<file path="src/uabd_pkg.sv">
// Package: register map, field positions, modes and state types of the autobaud block
package uabd_pkg;
   localparam logic [7:0]  OFF_CTRL   = 8'h00;
   localparam logic [7:0]  OFF_STATUS = 8'h04;
   localparam logic [7:0]  OFF_DIVLO  = 8'h08;
   localparam logic [7:0]  OFF_DIVHI  = 8'h0C;
   localparam logic [7:0]  OFF_RXDATA = 8'h10;

   localparam int CTL_AUTOBAUD_ENABLE = 0;
   localparam int CTL_WAKE  = 1;
   localparam int CTL_WIDE  = 2;
   localparam int CTL_HS    = 3;
   localparam int CTL_SYNC  = 4;

   localparam int ST_RXF  = 0;
   localparam int ST_OVF  = 1;
   localparam int ST_IDLE = 2;
   localparam int ST_FERR = 3;
   localparam int ST_OERR = 4;

   localparam logic [6:0]  PRE_SLOW  = 7'd64;
   localparam logic [6:0]  PRE_MID   = 7'd16;
   localparam logic [6:0]  PRE_FAST  = 7'd4;
   localparam logic [2:0]  ABD_LAST  = 3'd7;
   localparam logic [2:0]  EDGE_LAST = 3'd4;
   localparam logic [2:0]  BITS_LAST = 3'd7;
   localparam logic [15:0] DIV_MAX   = 16'hFFFF;
   localparam logic [15:0] DIV_RST   = 16'h0000;
   localparam logic [15:0] CNT_START = 16'h0001;

   typedef enum logic [1:0] {AB_OFF, AB_START, AB_FIRST, AB_COUNT} uabd_ab_t;
   typedef enum logic [1:0] {RX_IDLE, RX_START, RX_DATA, RX_STOP} uabd_rx_t;

   typedef struct packed {
      logic       valid;
      logic       write;
      logic [7:0] addr;
   } uabd_aphase_t;

   typedef struct packed {
      logic         autobaud_enable;
      logic         wakeEn;
      logic         wideSel;
      logic         hsSel;
      logic         syncMode;
      logic         ovf;
      logic         rxFlag;
      logic         ferr;
      logic         oerr;
      logic [15:0]  divisor;
      logic [6:0]   presc;
      logic [2:0]   abdSub;
      logic [2:0]   edgeCnt;
      uabd_ab_t     abSt;
      uabd_rx_t     rxSt;
      logic [2:0]   rxBit;
      logic [15:0]  rxTime;
      logic [7:0]   rxShift;
      logic [7:0]   rxData;
      logic [2:0]   lineSync;
      logic         lineF;
      logic         linePrev;
      uabd_aphase_t ap;
      logic [31:0]  rdata;
   } uabd_state_t;
endpackage

</file>
<file path="src/uabd_top.sv">
// Autobaud measurement, wake-on-break and a plain receiver behind an AHB-Lite slave
//
// The register addresses and the AHB-Lite register port were decided locally.
module uabd_top (
   input  wire logic        clk,
   input  wire logic        nrst,
   input  wire logic        hsel,
   input  wire logic [31:0] haddr,
   input  wire logic [1:0]  htrans,
   input  wire logic        hwrite,
   input  wire logic [2:0]  hsize,
   input  wire logic [31:0] hwdata,
   input  wire logic        hready,
   output logic             hreadyout,
   output logic [31:0]      hrdata,
   output logic             hresp,
   input  wire logic        receiveLine
);
   logic [1:0]           rstSync;
   logic                 rstN;
   uabd_pkg::uabd_state_t s;
   uabd_pkg::uabd_state_t n;
   logic                 baseTick;
   logic                 abdTick;
   logic                 lineRise;
   logic                 lineFall;
   logic                 wrCyc;
   logic                 rdData;
   logic [6:0]           preLimit;

   // Base clock divider per mode; sync mode ignores both select bits and runs fast
   function automatic logic [6:0] base_div(input logic sy, input logic wd, input logic hs);
      if (sy || (wd && hs)) begin
         base_div = uabd_pkg::PRE_FAST;
      end else if (wd || hs) begin
         base_div = uabd_pkg::PRE_MID;
      end else begin
         base_div = uabd_pkg::PRE_SLOW;
      end
   endfunction

   function automatic logic ap_hit(input uabd_pkg::uabd_aphase_t a, input logic [7:0] off);
      ap_hit = a.valid && (a.addr == off);
   endfunction

   always_ff @(posedge clk or negedge nrst) begin
      if (!nrst) begin
         rstSync <= 2'b00;
      end else begin
         rstSync <= {rstSync[0], 1'b1};
      end
   end
   assign rstN = rstSync[1];

   assign hreadyout = 1'b1;
   assign hresp     = 1'b0;
   assign hrdata    = s.rdata;

   assign preLimit = base_div(s.syncMode, s.wideSel, s.hsSel);
   assign baseTick = (s.presc == preLimit - 7'd1);
   assign abdTick  = baseTick && (s.abdSub == uabd_pkg::ABD_LAST);
   assign lineRise = s.lineF && !s.linePrev;
   assign lineFall = !s.lineF && s.linePrev;
   assign wrCyc    = s.ap.valid && s.ap.write;
   assign rdData   = hsel && htrans[1] && hready && !hwrite
                     && (haddr[7:0] == uabd_pkg::OFF_RXDATA);

   always_comb begin
      n = s;
      // Three-stage sync; only stages two and three are compared
      n.lineSync = {s.lineSync[1:0], receiveLine};
      if (s.lineSync[1] == s.lineSync[2]) begin
         n.lineF = s.lineSync[2];
      end
      n.linePrev = s.lineF;

      n.presc = baseTick ? 7'd0 : s.presc + 7'd1;
      if (baseTick) begin
         n.abdSub = s.abdSub + 3'd1;
      end

      // Address phase capture and read data, zero wait states
      n.ap.valid = hsel && htrans[1] && hready;
      n.ap.write = hwrite;
      n.ap.addr  = {haddr[7:2], 2'b00};
      if (hsel && htrans[1] && hready && !hwrite) begin
         unique case (haddr[7:0])
            uabd_pkg::OFF_CTRL:   n.rdata = {27'd0, s.syncMode, s.hsSel, s.wideSel,
                                             s.wakeEn, s.autobaud_enable};
            uabd_pkg::OFF_STATUS: n.rdata = {27'd0, s.oerr, s.ferr, s.rxSt == uabd_pkg::RX_IDLE,
                                             s.ovf, s.rxFlag};
            uabd_pkg::OFF_DIVLO:  n.rdata = {24'd0, s.divisor[7:0]};
            uabd_pkg::OFF_DIVHI:  n.rdata = {24'd0, s.divisor[15:8]};
            uabd_pkg::OFF_RXDATA: n.rdata = {24'd0, s.rxData};
            default:              n.rdata = 32'h0000_0000;
         endcase
      end

      // Software side first, so hardware sets below win in the same cycle
      if (rdData) begin
         n.rxFlag = 1'b0;
      end
      if (wrCyc && ap_hit(s.ap, uabd_pkg::OFF_CTRL)) begin
         n.autobaud_enable    = hwdata[uabd_pkg::CTL_AUTOBAUD_ENABLE];
         n.wakeEn   = hwdata[uabd_pkg::CTL_WAKE];
         n.wideSel  = hwdata[uabd_pkg::CTL_WIDE];
         n.hsSel    = hwdata[uabd_pkg::CTL_HS];
         n.syncMode = hwdata[uabd_pkg::CTL_SYNC];
         if (hwdata[uabd_pkg::CTL_AUTOBAUD_ENABLE] && !s.autobaud_enable) begin
            n.abSt = uabd_pkg::AB_START;
         end else if (!hwdata[uabd_pkg::CTL_AUTOBAUD_ENABLE]) begin
            n.abSt = uabd_pkg::AB_OFF;
         end
      end
      if (wrCyc && ap_hit(s.ap, uabd_pkg::OFF_STATUS)) begin
         // Write one to clear; the overflow clear is refused while measurement is armed
         if (hwdata[uabd_pkg::ST_OVF] && !s.autobaud_enable) begin
            n.ovf = 1'b0;
         end
         if (hwdata[uabd_pkg::ST_FERR]) begin
            n.ferr = 1'b0;
         end
         if (hwdata[uabd_pkg::ST_OERR]) begin
            n.oerr = 1'b0;
         end
      end
      // Divisor writes restart the timer; ignored while measuring
      if (wrCyc && !s.autobaud_enable && ap_hit(s.ap, uabd_pkg::OFF_DIVLO)) begin
         n.divisor[7:0] = hwdata[7:0];
         n.presc        = 7'd0;
      end
      if (wrCyc && !s.autobaud_enable && ap_hit(s.ap, uabd_pkg::OFF_DIVHI)) begin
         n.divisor[15:8] = hwdata[7:0];
         n.presc         = 7'd0;
      end

      // Wake-on-break; in sync mode the bit is a don't-care
      if (s.wakeEn && !s.syncMode) begin
         if (lineFall) begin
            n.rxFlag = 1'b1;
         end
         if (lineRise) begin
            n.wakeEn = 1'b0;
         end
      end

      // Autobaud measurement
      unique case (s.abSt)
         uabd_pkg::AB_OFF: begin
         end
         uabd_pkg::AB_START: begin
            // Break must be over before the sync start bit counts
            if (lineFall && !(s.wakeEn && !s.syncMode)) begin
               n.abSt = uabd_pkg::AB_FIRST;
            end
         end
         uabd_pkg::AB_FIRST: begin
            if (lineRise) begin
               n.divisor = uabd_pkg::CNT_START;
               n.edgeCnt = 3'd0;
               n.abdSub  = 3'd0;
               n.presc   = 7'd0;
               n.abSt    = uabd_pkg::AB_COUNT;
            end
         end
         uabd_pkg::AB_COUNT: begin
            if (abdTick) begin
               n.divisor = s.divisor + 16'd1;
               if (s.divisor == uabd_pkg::DIV_MAX) begin
                  n.ovf = 1'b1;
               end
            end
            if (lineRise) begin
               n.edgeCnt = s.edgeCnt + 3'd1;
               if (s.edgeCnt == uabd_pkg::EDGE_LAST - 3'd1) begin
                  n.autobaud_enable  = 1'b0;
                  n.rxFlag = 1'b1;
                  n.abSt   = uabd_pkg::AB_OFF;
                  if (!abdTick) begin
                     n.divisor = s.divisor;
                  end
               end
            end
         end
      endcase
      // An abort in the same cycle as an edge must not leave the machine running
      if (!n.autobaud_enable) begin
         n.abSt = uabd_pkg::AB_OFF;
      end

      // Plain 8N1 receiver: one bit is divisor+1 base ticks
      if (s.autobaud_enable || (s.wakeEn && !s.syncMode)) begin
         n.rxSt = uabd_pkg::RX_IDLE;
      end else begin
         if (baseTick) begin
            n.rxTime = s.rxTime + 16'd1;
         end
         unique case (s.rxSt)
            uabd_pkg::RX_IDLE: begin
               if (lineFall && !s.syncMode) begin
                  n.rxSt   = uabd_pkg::RX_START;
                  n.rxTime = 16'd0;
               end
            end
            uabd_pkg::RX_START: begin
               // Mid-bit check rejects glitches shorter than half a bit
               if (baseTick && s.rxTime >= (s.divisor >> 1)) begin
                  n.rxTime = 16'd0;
                  n.rxBit  = 3'd0;
                  n.rxSt   = s.lineF ? uabd_pkg::RX_IDLE : uabd_pkg::RX_DATA;
               end
            end
            uabd_pkg::RX_DATA: begin
               if (baseTick && s.rxTime >= s.divisor) begin
                  n.rxTime  = 16'd0;
                  n.rxShift = {s.lineF, s.rxShift[7:1]};
                  n.rxBit   = s.rxBit + 3'd1;
                  if (s.rxBit == uabd_pkg::BITS_LAST) begin
                     n.rxSt = uabd_pkg::RX_STOP;
                  end
               end
            end
            uabd_pkg::RX_STOP: begin
               if (baseTick && s.rxTime >= s.divisor) begin
                  n.rxData = s.rxShift;
                  n.ferr   = !s.lineF;
                  n.oerr   = s.oerr || (s.rxFlag && !rdData);
                  n.rxFlag = 1'b1;
                  n.rxSt   = uabd_pkg::RX_IDLE;
               end
            end
         endcase
      end
   end

   always_ff @(posedge clk or negedge rstN) begin
      if (!rstN) begin
         s          <= '0;
         s.lineSync <= 3'b111;
         s.lineF    <= 1'b1;
         s.linePrev <= 1'b1;
         s.divisor  <= uabd_pkg::DIV_RST;
         s.abSt     <= uabd_pkg::AB_OFF;
         s.rxSt     <= uabd_pkg::RX_IDLE;
      end else begin
         s <= n;
      end
   end

   chk_abd_done: assert property (@(posedge clk) disable iff (!rstN)
      (s.abSt == uabd_pkg::AB_COUNT && lineRise && s.edgeCnt == uabd_pkg::EDGE_LAST - 3'd1)
      |=> (!s.autobaud_enable && s.rxFlag && s.abSt == uabd_pkg::AB_OFF))
      else $error("autobaud completion missed");
   chk_abd_idle: assert property (@(posedge clk) disable iff (!rstN)
      s.autobaud_enable |=> s.rxSt == uabd_pkg::RX_IDLE)
      else $error("receiver ran during autobaud");
   chk_abd_first: assert property (@(posedge clk) disable iff (!rstN)
      (s.abSt == uabd_pkg::AB_FIRST && lineRise) |=> s.divisor == uabd_pkg::CNT_START)
      else $error("counter did not start at one");
   chk_ovf_set: assert property (@(posedge clk) disable iff (!rstN)
      $rose(s.ovf) |-> ($past(s.divisor) == uabd_pkg::DIV_MAX && $past(abdTick)))
      else $error("overflow flag without wrap");
   chk_ovf_hold: assert property (@(posedge clk) disable iff (!rstN)
      (s.ovf && s.autobaud_enable) |=> s.ovf)
      else $error("overflow cleared while enabled");
   chk_rd_clear: assert property (@(posedge clk) disable iff (!rstN)
      (rdData && !(s.wakeEn && lineFall) && s.abSt != uabd_pkg::AB_COUNT
       && s.rxSt != uabd_pkg::RX_STOP) |=> !s.rxFlag)
      else $error("receive read did not clear flag");
   chk_wake_flag: assert property (@(posedge clk) disable iff (!rstN)
      (s.wakeEn && !s.syncMode && lineFall) |=> s.rxFlag)
      else $error("wake event did not set flag");
   chk_wake_end: assert property (@(posedge clk) disable iff (!rstN)
      (s.wakeEn && !s.syncMode && lineRise && !wrCyc) |=> !s.wakeEn)
      else $error("wake enable not cleared at break end");
   chk_wake_idle: assert property (@(posedge clk) disable iff (!rstN)
      (s.wakeEn && !s.syncMode) |=> s.rxSt == uabd_pkg::RX_IDLE)
      else $error("receiver ran during wake wait");
   chk_sync_rate: assert property (@(posedge clk) disable iff (!rstN)
      s.syncMode |-> preLimit == uabd_pkg::PRE_FAST)
      else $error("sync mode base clock wrong");

   // Measurement sequencing; bus writes excluded where software may redirect it
   chk_abd_arm: assert property (@(posedge clk) disable iff (!rstN)
      $rose(s.autobaud_enable) |-> s.abSt == uabd_pkg::AB_START)
      else $error("autobaud enable did not arm");

   chk_start_wait: assert property (@(posedge clk) disable iff (!rstN)
      (s.abSt == uabd_pkg::AB_START && !lineFall && !wrCyc)
      |=> s.abSt == uabd_pkg::AB_START)
      else $error("autobaud left start wait early");

   chk_abd_skip: assert property (@(posedge clk) disable iff (!rstN)
      (s.abSt == uabd_pkg::AB_START && s.wakeEn && !s.syncMode)
      |=> s.abSt != uabd_pkg::AB_FIRST)
      else $error("autobaud started inside break");

   chk_first_wait: assert property (@(posedge clk) disable iff (!rstN)
      (s.abSt == uabd_pkg::AB_FIRST && !lineRise && !wrCyc)
      |=> s.abSt == uabd_pkg::AB_FIRST)
      else $error("count began before first rise");

   chk_sub_reset: assert property (@(posedge clk) disable iff (!rstN)
      (s.abSt == uabd_pkg::AB_FIRST && lineRise) |=> (s.abdSub == '0 && s.presc == '0))
      else $error("eighth divider not aligned at start");

   chk_edge_bound: assert property (@(posedge clk) disable iff (!rstN)
      s.abSt == uabd_pkg::AB_COUNT |-> s.edgeCnt < uabd_pkg::EDGE_LAST)
      else $error("edge count passed fifth edge");

   chk_abd_hold: assert property (@(posedge clk) disable iff (!rstN)
      (s.abSt == uabd_pkg::AB_COUNT && !abdTick) |=> $stable(s.divisor))
      else $error("divisor moved without a tick");

   chk_abd_step: assert property (@(posedge clk) disable iff (!rstN)
      (s.abSt == uabd_pkg::AB_COUNT && abdTick) |=> s.divisor == $past(s.divisor) + 16'h0001)
      else $error("divisor did not step by one");

   chk_ovf_keep: assert property (@(posedge clk) disable iff (!rstN)
      (s.abSt == uabd_pkg::AB_COUNT && s.ovf) |=> s.ovf)
      else $error("overflow lost while counting");

   chk_ovf_clear: assert property (@(posedge clk) disable iff (!rstN)
      (wrCyc && s.ap.addr == uabd_pkg::OFF_STATUS && hwdata[uabd_pkg::ST_OVF] && !s.autobaud_enable)
      |=> !s.ovf)
      else $error("overflow clear ignored after abort");

   chk_base_mid: assert property (@(posedge clk) disable iff (!rstN)
      (!s.syncMode && (s.wideSel != s.hsSel)) |-> preLimit == uabd_pkg::PRE_MID)
      else $error("single select base clock wrong");

   chk_base_slow: assert property (@(posedge clk) disable iff (!rstN)
      (!s.syncMode && !s.wideSel && !s.hsSel) |-> preLimit == uabd_pkg::PRE_SLOW)
      else $error("slow base clock wrong");

   chk_wake_sync: assert property (@(posedge clk) disable iff (!rstN)
      (s.syncMode && !s.rxFlag && s.abSt == uabd_pkg::AB_OFF && s.rxSt == uabd_pkg::RX_IDLE)
      |=> !s.rxFlag)
      else $error("flag raised in sync mode");

   chk_wake_keep: assert property (@(posedge clk) disable iff (!rstN)
      (s.wakeEn && !lineRise && !wrCyc) |=> s.wakeEn)
      else $error("wake enable dropped early");

   chk_line_filter: assert property (@(posedge clk) disable iff (!rstN)
      (s.lineSync[1] != s.lineSync[2]) |=> $stable(s.lineF))
      else $error("line changed before stages agreed");

   chk_rx_begin: assert property (@(posedge clk) disable iff (!rstN)
      (s.rxSt == uabd_pkg::RX_IDLE && lineFall && !s.syncMode && !s.autobaud_enable && !s.wakeEn)
      |=> s.rxSt == uabd_pkg::RX_START)
      else $error("start bit not taken");

   chk_stop_flag: assert property (@(posedge clk) disable iff (!rstN)
      (s.rxSt == uabd_pkg::RX_STOP && baseTick && s.rxTime >= s.divisor
       && !s.autobaud_enable && !s.wakeEn)
      |=> (s.rxFlag && s.rxSt == uabd_pkg::RX_IDLE))
      else $error("stop bit did not deliver byte");
endmodule // uabd_top

</file>
<file path="config.mk">
export PLATFORM = sky130hd
export DESIGN_NAME = uabd_top
export DESIGN_NICKNAME = d
export VERILOG_FILES = /design/src/uabd_pkg.sv /design/src/uabd_top.sv
export SDC_FILE = /design/constraint.sdc
export NUM_CORES = 1
export LEC_CHECK = 0
export ABC_CLOCK_PERIOD_IN_PS = 4350
export BUFFER_PORTS_ARGS = -buffer_cell sky130_fd_sc_hd__buf_2
export CORE_MARGIN = 1
export CORE_UTILIZATION = 55
export CTS_CLUSTER_SIZE = 20
export DETAILED_ROUTE_END_ITERATION = 16
export PLACE_DENSITY = 0.79
export SYNTH_ARGS = -nofsm -noshare
export SYNTH_HDL_FRONTEND = slang
export SYNTH_SLANG_ARGS = --single-unit
</file>
<file path="constraint.sdc">
create_clock -name clk -period 4.35 [get_ports clk]
set_clock_uncertainty 0.1 [all_clocks]
set_input_delay 1.0875 -clock clk [delete_from_list [all_inputs] [get_ports clk]]
set_output_delay 1.0875 -clock clk [all_outputs]
set_load 0.05 [all_outputs]
</file>
# After elaboration in Yosys (flattened, before gate mapping)

Cells that the tools add are included.

Multiplexer cells: 58
Add/subtract/negate cells: 7
Bitwise gates (word level): 1
Eq/ne operators: 29
Reduce and logical (&&, ||, !) cells: 47
$lt $le $gt $ge: 2

Operators by type and width:

| kind                    | number |
|---|---|
| $mux W16                | 6 |
| $pmux W16 S3            | 1 |
| $pmux W8 S5             | 1 |
| $add A16 B1 Y16 const B | 2 |
| $pmux W16 S2            | 1 |
| $mux W31                | 1 |
| $mux W29                | 1 |
| $mux W7                 | 4 |
| $logic_and A1 B1 Y1     | 26 |
| $mux W2                 | 13 |
| $mux W21                | 1 |
| $eq A16 B16 Y1 const B  | 1 |
| $eq A8 B4 Y1 const B    | 2 |
| $ge A16 B15 Y1          | 1 |
| $ge A16 B16 Y1          | 1 |
| $logic_not A8 Y1        | 2 |
| $mux W1                 | 16 |
| $mux W15                | 1 |
| $eq A6 B2 Y1 const B    | 2 |
| $mux W3                 | 4 |
| $ne A3 B3 Y1 const B    | 4 |
| $pmux W3 S2             | 2 |
| $mux W10                | 1 |
| $mux W5                 | 2 |
| 26 further kinds        | 48 |

Logic and storage cells: 171
Output and inout port bits: 34
Bits in registers: 124
Input bits: 75

# Longest topological paths before layout

Gate-level depths: netlist (run 1).

Depth in word-level cells: 13
Depth in mapped cells: 11
Gate-level depth less buffers: 9

# Worst setup path after synthesis (run 1)

Ideal clock, no wire load.

Kind: input to register
Start: input haddr[1]
End: register s[115] (netlist bit)
Slack: 1.691 ns
Library setup time: 0.119 ns
Arrival time: 2.440 ns
Data required time: 4.131 ns
Path buffers: 0
Stages: 7
Cells stage by stage: nor3_1 nand2_1 nor4b_2 inv_1 o21ai_0 a31oi_1 o21a_1

RTL lines:

| what                   | RTL line        | source |
|---|---|---|
| start: declaration     | uabd_top.sv:8   | `input wire logic [31:0] haddr,` |
| end signal: assignment | uabd_top.sv:246 | `s <= n;` |
| end: declaration       | uabd_top.sv:21  | `uabd_pkg::uabd_state_t s;` |

# Worst setup path in the final report (run 1)

Start: register s[112] (netlist bit)
End: register s[69] (netlist bit)

Longest elaborated chain between the ends: 4
Elaborated cells between the ends (all ways): 7
Those cells by class: 2 x order compare; 3 x mux; 2 x reduce/logical

Ends and longest elaborated chain:

| what                                                    | RTL line                         | source |
|---|---|---|
| $ge A16 B16 Y1 / $ge A16 B15 Y1 (equally long branches) | uabd_top.sv:214, uabd_top.sv:207 |  |
| $logic_and A1 B1 Y1, on equally long branches           | uabd_top.sv:214, uabd_top.sv:207 |  |
| $mux W29 / $mux W21 (equally long branches)             | uabd_top.sv:214, uabd_top.sv:207 |  |
| $pmux W16 S3 *                                          | uabd_top.sv:198                  | `unique case (s.rxSt)` |

Mark *: on every way between the ends. The rest lies on a longest branch, timed or not. The select of a mux whose other input is x is not followed.
A chain may end at the register's enable or synchronous reset.

==> metrics.yaml, run 1 <==
status: "finished, final reports clean"
ant_nets: 0
ctsResizeCount: 0
crit_arrival_ns: 3.30
hold_viol: 0
post_cts_buffers: 0
fin_crit_ns: 3.13
crit_slowest_cell: "a2111oi_2"
grt_max_degree: 63
synthFlopType: "dfrtp_1"
cts_max_level: 3
cts_buffers: 9
synth_cells: 636
finalSetupTns_ns: 0
dr_total_vias: 4736
hold_buffers: 0
seqCellArea_sq_mm: 0.00251
totalWireLength_um: 13200
yosysWarnings: 0
ys_seq_elements: 100
cts_tree: "built"
clk_latency_ns: 0.38
dieArea_sq_mm: 0.0114
ys_types: 67
grt_pass1_wl_um: 22200
crit_path_cell_trace: "inv_1, ha_1, a21o_1, a21o_1, a2111oi_2, a21boi_2, o21ai_1, nor2_1, o31ai_1"
antennaDiodeCount: 0
finalCritPeriodShare: 0.719
clock-sinks: 100
crit_fanout: 7
startpoint: "s[112]$_DFFE_PN0P_"
track_usage: 0.248
max_freq_ghz: 0.320
syn_area_sq_mm: 0.00602
rsz0062_at_grt: "no"
hpwl_um: 9920
crit_type: "register to register"
power_density_mw_per_mm2: 340
area_growth_pct: 5.94
place_congestion: 0.921
tightest_slew_ns: 1.22
grt.overflow.total: 0
hold_path.class: "register to register"
clockRootBuffer: "clkbuf_8"
fin_util: 0.610
ctsLongestPathBuffers: 2
multi_input_area_sq_mm: 0.00317
holdWs_ns: 0.257
syn_avg_cell_area_sq_um: 9.47
synth-edff-count: 0
io_buffers: 30
async_flop_share: 1.00
r2r_start: "s[112]$_DFFE_PN0P_"
maxSlewHeadroom: 0.186
cp.required_ns: 4.52
ys_seq_area_frac: 0.417
firstDrtPassIters: 5
rows: 37
crit_buf_inv: 1
drtIter0Drc: 368
drcViolationCount: 0
max_cap_violations: 0
final_layout_size_suffix_gt1_frac: 0.114
finalSetupViolCount: 0
viasPerCell: 5.95
critical-path-top-delay-family: "compound AO/OA/AOI/OAI gates"
slowest_delay_ns: 0.54
antenna_found_initial: 0
nFillCells: 888
p_leak_nw: 3.18
die_w_um: 107
timing.critical_path.mode_cell: "a21o_1"
die_h_um: 107
end_kind: "register"
core_sq_mm: 0.0105
nets: 775
wire_per_inst_um: 16.6
hp-start: "rstSync[0]$_DFF_PN0_"
maxSlewViolCount: 0
first_global_vias: 4519
io_pins: 109
path_clk_slew_ns: 0.10
irDropWorstVdd_mv: 0.330
initial_utilization: 0.576
start_kind: "register"
==> state kept, by name, indices dropped and copies added (netlist names) <==
name and cells:
n 3, s 87, rstSync 2, hrdata 8
==> where the power goes <==
group	leakage, nW	internal [W]	switching [W]
Combinational	1.81	0.000147	0.000288
Clock	0.115	0.000337	0.000344
Sequential	1.25	0.000989	0.0000633
Total	3.18	0.00147	0.000696
==> final timing paths <==
kind / to / slack, ns / cells past startpoint
setup / recovery: s[69]$_DFFE_PN0P_ / 1.22 / 9
hold / removal: rstSync[1]$_DFF_PN0_ / 0.26 / 0
setup reg to reg: s[69]$_DFFE_PN0P_ / 1.22 / 9
hold reg to reg: rstSync[1]$_DFF_PN0_ / 0.26 / 0
max in group asynchronous: s[42]$_DFF_PN1_ / 2.85 / 1
min in group asynchronous: s[57]$_DFFE_PN0P_ / 0.31 / 0
==> placed cells by master (no fill, tap or decap), types with 5 or more instances in the layout <==
master    Yosys  layout
dfrtp_1      95      94
nand2_1      77      77
ha_1         45      45
nor2_1       44      44
o21ai_0      40      40
inv_1        31      31
buf_2         7      30
conb_1        2      27
mux2i_1      22      22
a21oi_1      22      22
nand3_1      18      18
nor3_1       12      12
and3_1       11      11
o22ai_1      11      11
xor2_1       10      10
mux2_2       10      10
nand2b_1      9       9
xnor2_1       9       9
clkbuf_8      0       9
nor2b_1       8       8
a32oi_1       8       8
nand4_1       7       7
a22o_1        5       5
dfstp_2       5       5
buf_4        34       5
==> per-layer routing <==
layer,global-route usage,up-vias,wire [um]
li1,-,2250,-
met1,0.354,2272,6040
met2,0.384,193,6040
met3,0.0492,21,870
met4,0.0744,0,254
met5,0,-,0
==> metrics by stage <==
step / setup WS [ns] / area [sq um] / total power, W / std cells
after global placement: 1.37 / 6150 / 0.00147 / 780
after detailed placement: 1.27 / 6150 / 0.00149 / 780
final: 1.22 / 6380 / 0.00217 / 796
after global routing: 1.03 / 6380 / 0.00228 / 796
after floorplan: 1.27 / 6120 / 0.00139 / 661
after CTS: 1.25 / 6380 / 0.00218 / 796
==> synth_stat cells (11+ instances only) <==
master / count / area [sq um]
dfrtp_1: 95 / 2380
nand2_1: 77 / 289
ha_1: 45 / 563
nor2_1: 44 / 165
o21ai_0: 40 / 200
buf_4: 34 / 255
inv_1: 31 / 116
a21oi_1: 22 / 110
mux2i_1: 22 / 220
nand3_1: 18 / 90.1
nor3_1: 12 / 60.1
and3_1: 11 / 68.8
o22ai_1: 11 / 68.8
==> cell families (layout without fill, tap and decap cells) <==
| group | count (synthesis) | in the layout | share of synthesized area |
|---|---|---|---|
| multiplexers | 34 | 34 | 0.0590 |
| adder cells (fa/ha/maj) | 46 | 46 | 0.0952 |
| XOR/XNOR | 19 | 19 | 0.0276 |
| buffers and inverters | 83 | 82 | 0.0744 |
| other | 2 | 27 | 0.00125 |
| AND/OR/NAND/NOR | 216 | 216 | 0.177 |
| flip-flops | 100 | 100 | 0.417 |
| AO/OA/AOI/OAI | 136 | 136 | 0.149 |
==> area by class of cell <==
class	instances	area share
Clock buffer	10	0.0200
Clock inverter	6	0.0157
Inverter	31	0.0182
Multi-Input combinational cell	478	0.496
Sequential cell	100	0.394
Tap cell	136	0.0267
Timing Repair Buffer	35	0.0294
Note: power is estimated with default switching activity, not from simulation.
==> run 2, diff against run 1 <==
--- a/config.mk
+++ b/config.mk
@@ -5,7 +5,7 @@
 export SDC_FILE = /design/constraint.sdc
 export NUM_CORES = 1
 export LEC_CHECK = 0
-export ABC_CLOCK_PERIOD_IN_PS = 4350
+export ABC_CLOCK_PERIOD_IN_PS = 3000
 export BUFFER_PORTS_ARGS = -buffer_cell sky130_fd_sc_hd__buf_2
 export CORE_MARGIN = 1
 export CORE_UTILIZATION = 55
==> constraint.sdc (replaced) <==
create_clock -name clk -period 3 [get_ports clk]
set_clock_uncertainty 0.1 [all_clocks]
set_input_delay 0.75 -clock clk [delete_from_list [all_inputs] [get_ports clk]]
set_output_delay 0.75 -clock clk [all_outputs]
set_load 0.05 [all_outputs]
==> metrics.yaml, run 2 (synthesis results as in run 1) <==
finalCritPeriodShare: 0.973
final_cell_area_sq_mm: 0.00651
r2r_cells: 10
io_pins: 109
max_cap_violations: 0
p_leak_nw: 3.27
antennaDiodeCount: 0
first_global_vias: 4779
cts_max_level: 3
cp.required_ns: 3.17
largest_reg_flops: 87
cts_tree: "built"
grt_pass1_wl_um: 23400
path_clk_slew_ns: 0.11
status: "finished, final reports clean"
nets: 792
hold_buffers: 0
track_usage: 0.264
rows: 37
slowest_delay_ns: 0.48
antenna_found_initial: 0
finalSetupViolCount: 0
critical-path-top-delay-family: "compound AO/OA/AOI/OAI gates"
power_density_mw_per_mm2: 468
ctsLongestPathBuffers: 2
regMostFlops: "s"
viasPerCell: 5.95
clockRootBuffer: "clkbuf_8"
crit_fanout: 6
start_kind: "register"
crit_end: "s[79]$_DFFE_PN0P_"
io_buffers: 30
core_sq_mm: 0.0105
hpwl_um: 10700
maxSlewHeadroom: 0.511
r2r_start: "s[102]$_DFFE_PN0P_"
crit_buf_inv: 2
irDropWorstVdd_mv: 0.584
crit_arrival_ns: 3.09
drcViolationCount: 0
totalWireLength_um: 14100
final_common_cell: "dfrtp_1"
area_growth_pct: 8.04
tightest_slew_ns: 0.734
r2r_slack_ns: 0.08
clk_latency_ns: 0.38
maxSlewViolCount: 0
grt_max_degree: 58
grt.overflow.total: 0
fin_crit_ns: 2.92
startpoint: "s[102]$_DFFE_PN0P_"
layout_common_cells: "dfrtp_1 (93), nand2_1 (77), ha_1 (45)"
place_congestion: 0.898
max_freq_ghz: 0.342
dieArea_sq_mm: 0.0114
die_h_um: 107
cts_buffers: 9
firstDrtPassIters: 5
path_depth: 10
initial_utilization: 0.576
crit_slowest_cell: "dfrtp_1"
dr_total_vias: 4841
hold_viol: 0
crit_path_cell_trace: "inv_1, ha_1, nand2_1, o21ai_0, a21oi_1, o41ai_2, buf_4, a21boi_1, or3b_1, mux2_1"
place_area_sq_mm: 0.00628
fin_util: 0.622
crit_type: "register to register"
clock-sinks: 100
final_layout_size_suffix_gt1_frac: 0.142
end_kind: "register"
drtIter0Drc: 378
hold_path.class: "input pin to asynchronous set/reset pin"
wire_per_inst_um: 17.4
die_w_um: 107
ant_nets: 0
nFillCells: 854
rr_endpoint: "s[79]$_DFFE_PN0P_"
-- run 2: changes by cell type in the layout (fill, tap and decap cells not counted), sizes merged --
cell and delta:
buf +17, bufinv -2, clkinv +1, clkinvlp +1
-- run 2: cell type report --
type | count | area, sq um | area share
sequential | 100 | 2510 | 0.386
timing repair buffer | 52 | 328 | 0.0504
clock inverter | 6 | 63.8 | 0.00981
clock buffer | 10 | 138 | 0.0212
tap | 136 | 170 | 0.0262
inverter | 31 | 116 | 0.0179
multi-input combinational | 478 | 3180 | 0.488
-- run 2: what timing repair did --
action                                 in CTS  in global routing
buffers inserted                            0                  1
setup endpoints to repair                   0                  6
endpoints found under the hold margin       0                  0
resized for setup                           0                  4
-- run 2: stage by stage --
step	setup WS, ns	hold WS [ns]	TNS, ns	cells	total power (W)
after floorplan	0.431	0.231	0	661	0.00202
after global placement	0.125	0.237	0	796	0.00214
after detailed placement	0.0640	0.243	0	796	0.00219
after CTS	0.0280	0.0129	0	812	0.00306
after global routing	-0.00356	0.0132	-0.00356	813	0.00319
final	0.0796	0.0234	0	813	0.00305
-- run 2: how the worst min path moves through the flow --
stage	endpoint	slack, ns	cells after the start
global placement	rstSync[1]$_DFF_PN0_	0.24	0
CTS	rstSync[1]$_DFF_PN0_	0.01	1
floorplan	rstSync[1]$_DFF_PN0_	0.23	0
global route	rstSync[1]$_DFF_PN0_	0.01	1
finish	rstSync[1]$_DFF_PN0_	0.02	1
detailed placement	rstSync[1]$_DFF_PN0_	0.24	0
-- run 2: worst register-to-register path: stages (launching register included) --
cell,delay (ns)
dfrtp_1,0.48
inv_1,0.10
ha_1,0.31
nand2_1,0.05
o21ai_0,0.26
a21oi_1,0.14
o41ai_2,0.32
buf_4,0.19
a21boi_1,0.07
or3b_1,0.45
mux2_1,0.33
-- run 2: power by group --
part	switching, W	total [W]	internal (W)
Clock	0.000529	0.000878	0.000349
Sequential	0.0000868	0.00152	0.00143
Combinational	0.000415	0.000646	0.000230
Total	0.00103	0.00305	0.00201
-- run 2: per-layer routing --
metal  GRT usage  wire length [um]
met1       0.360              6050
met2       0.424              6690
met3      0.0498              1060
met4      0.0920               325
met5           0                 0
==> run 3, diff against run 2 <==
--- a/config.mk
+++ b/config.mk
@@ -9,9 +9,11 @@
 export BUFFER_PORTS_ARGS = -buffer_cell sky130_fd_sc_hd__buf_2
 export CORE_MARGIN = 1
 export CORE_UTILIZATION = 55
+export CTS_BUF_LIST = sky130_fd_sc_hd__clkbuf_16
 export CTS_CLUSTER_SIZE = 20
 export DETAILED_ROUTE_END_ITERATION = 16
 export PLACE_DENSITY = 0.79
+export SKIP_LAST_GASP = 1
 export SYNTH_ARGS = -nofsm -noshare
 export SYNTH_HDL_FRONTEND = slang
 export SYNTH_SLANG_ARGS = --single-unit
==> metrics.yaml, run 3 (synthesis results as in run 1) <==
p_leak_nw: 3.30
holdWs_ns: 0.0676
layout_common_cells: "dfrtp_1 (94), nand2_1 (77), ha_1 (45)"
final_common_cell: "dfrtp_1"
max_freq_ghz: 0.345
ctsLongestPathBuffers: 2
tightest_slew_ns: 0.732
r2r_cells: 10
r2r_slack_ns: 0.1
rsz0062_at_grt: "yes"
first_global_vias: 4839
cts_tree: "built"
final_layout_size_suffix_gt1_frac: 0.136
antenna_found_initial: 0
largest_reg_flops: 87
finalSetupViolCount: 0
status: "finished, final reports clean"
totalWireLength_um: 14500
rr_endpoint: "s[79]$_DFFE_PN0P_"
cts_max_level: 3
grtUsageMet2: 0.437
seqCellArea_sq_mm: 0.00251
crit_path_cell_trace: "inv_1, ha_1, nand2_1, o21ai_0, a21oi_1, o41ai_2, buf_4, a21boi_1, or3b_1, mux2_1"
power_density_mw_per_mm2: 503
maxSlewViolCount: 0
core_sq_mm: 0.0105
irDropWorstVdd_mv: 0.466
r2r_start: "s[102]$_DFFE_PN0P_"
finalCritPeriodShare: 0.967
place_congestion: 0.898
die_w_um: 107
cp.required_ns: 3.13
post_cts_buffers: 0
dr_total_vias: 4887
use_met1: 0.365
path_clk_slew_ns: 0.07
rows: 37
antennaDiodeCount: 0
cts_buffers: 9
io_pins: 109
hold_viol: 0
crit_slowest_cell: "dfrtp_1"
nets: 791
firstDrtPassIters: 5
grt_busiest_layer: "met2"
viasPerCell: 6.02
regMostFlops: "s"
grt_pass1_wl_um: 23900
initial_utilization: 0.576
clk_latency_ns: 0.35
crit_fanout: 6
hpwl_um: 10700
fin_crit_ns: 2.90
crit_type: "register to register"
dieArea_sq_mm: 0.0114
ant_nets: 0
drcViolationCount: 0
use_met3: 0.0468
area_growth_pct: 9.35
die_h_um: 107
crit_arrival_ns: 3.03
grt_max_degree: 58
nFillCells: 841
max_cap_violations: 0
grt.overflow.total: 0
wire_per_inst_um: 17.8
multi_input_area_sq_mm: 0.00317
io_buffers: 30
maxSlewHeadroom: 0.512
track_usage: 0.271
start_kind: "register"
finalSetupTns_ns: 0
slowest_delay_ns: 0.48
drtIter0Drc: 376
end_kind: "register"
hold_path.class: "input pin to asynchronous set/reset pin"
clockRootBuffer: "clkbuf_16"
clock-sinks: 100
## run 3: repair_timing
action,4_1_cts,5_1_grt
hold buffers,0,0
gates resized for setup,0,1
endpoints found under the setup margin,0,7
## run 3: how the worst max path moves through the flow
stage | start | end | slack (ns) | cells after the start
final | s[102]$_DFFE_PN0P_ | s[79]$_DFFE_PN0P_ | 0.1 | 10
after global routing | s[113]$_DFFE_PN0P_ | s[79]$_DFFE_PN0P_ | -0.07 | 9
after CTS | s[102]$_DFFE_PN0P_ | s[79]$_DFFE_PN0P_ | 0.03 | 10
after detailed placement | s[102]$_DFFE_PN0P_ | s[79]$_DFFE_PN0P_ | 0.06 | 10
after global placement | s[102]$_DFFE_PN0P_ | s[79]$_DFFE_PN0P_ | 0.13 | 10
after floorplan | s[111]$_DFFE_PN0P_ | s[62]$_DFFE_PN0P_ | 0.43 | 10
## run 3: area by class of cell
class                   count  area share
clock inverters             7      0.0103
well taps                 136      0.0258
flip-flops and latches    100       0.382
repair buffers             51      0.0486
inverters                  31      0.0177
multi-input cells         478       0.482
clock buffers               9      0.0342
## run 3: metrics by stage
step                std cells  area (sq um)  worst slack, ns  utilization  power [W]
finish                    812          6590           0.0984        0.629    0.00331
CTS                       812          6580           0.0334        0.629    0.00332
global placement          796          6280            0.125        0.601    0.00214
floorplan                 661          6120            0.431            -    0.00202
detailed placement        796          6280           0.0640        0.601    0.00219
global route              812          6590          -0.0722        0.629    0.00345
## run 3: worst max-delay path, delay by kind of cell (launching register included)
| family | cells | cell delay [ns] |
|---|---|---|
| fa+ha+maj | 1 | 0.31 |
| compound gates | 4 | 0.76 |
| flops | 1 | 0.48 |
| buf+inv | 2 | 0.28 |
| simple gates | 2 | 0.50 |
| mux | 1 | 0.34 |
## run 3: per-layer routing
metal | share of wire | vias to the layer above
met5 | 0 | -
met4 | 0.028 | 0
met3 | 0.076 | 46
met2 | 0.47 | 220
met1 | 0.42 | 2337
li1 | - | 2284
## run 3: power breakdown
part / switching [W] / leakage (nW) / internal, W
registers: 0.0000880 / 1.25 / 0.00143
logic: 0.000417 / 1.91 / 0.000229
clock network: 0.000557 / 0.141 / 0.000585
total: 0.00106 / 3.30 / 0.00225
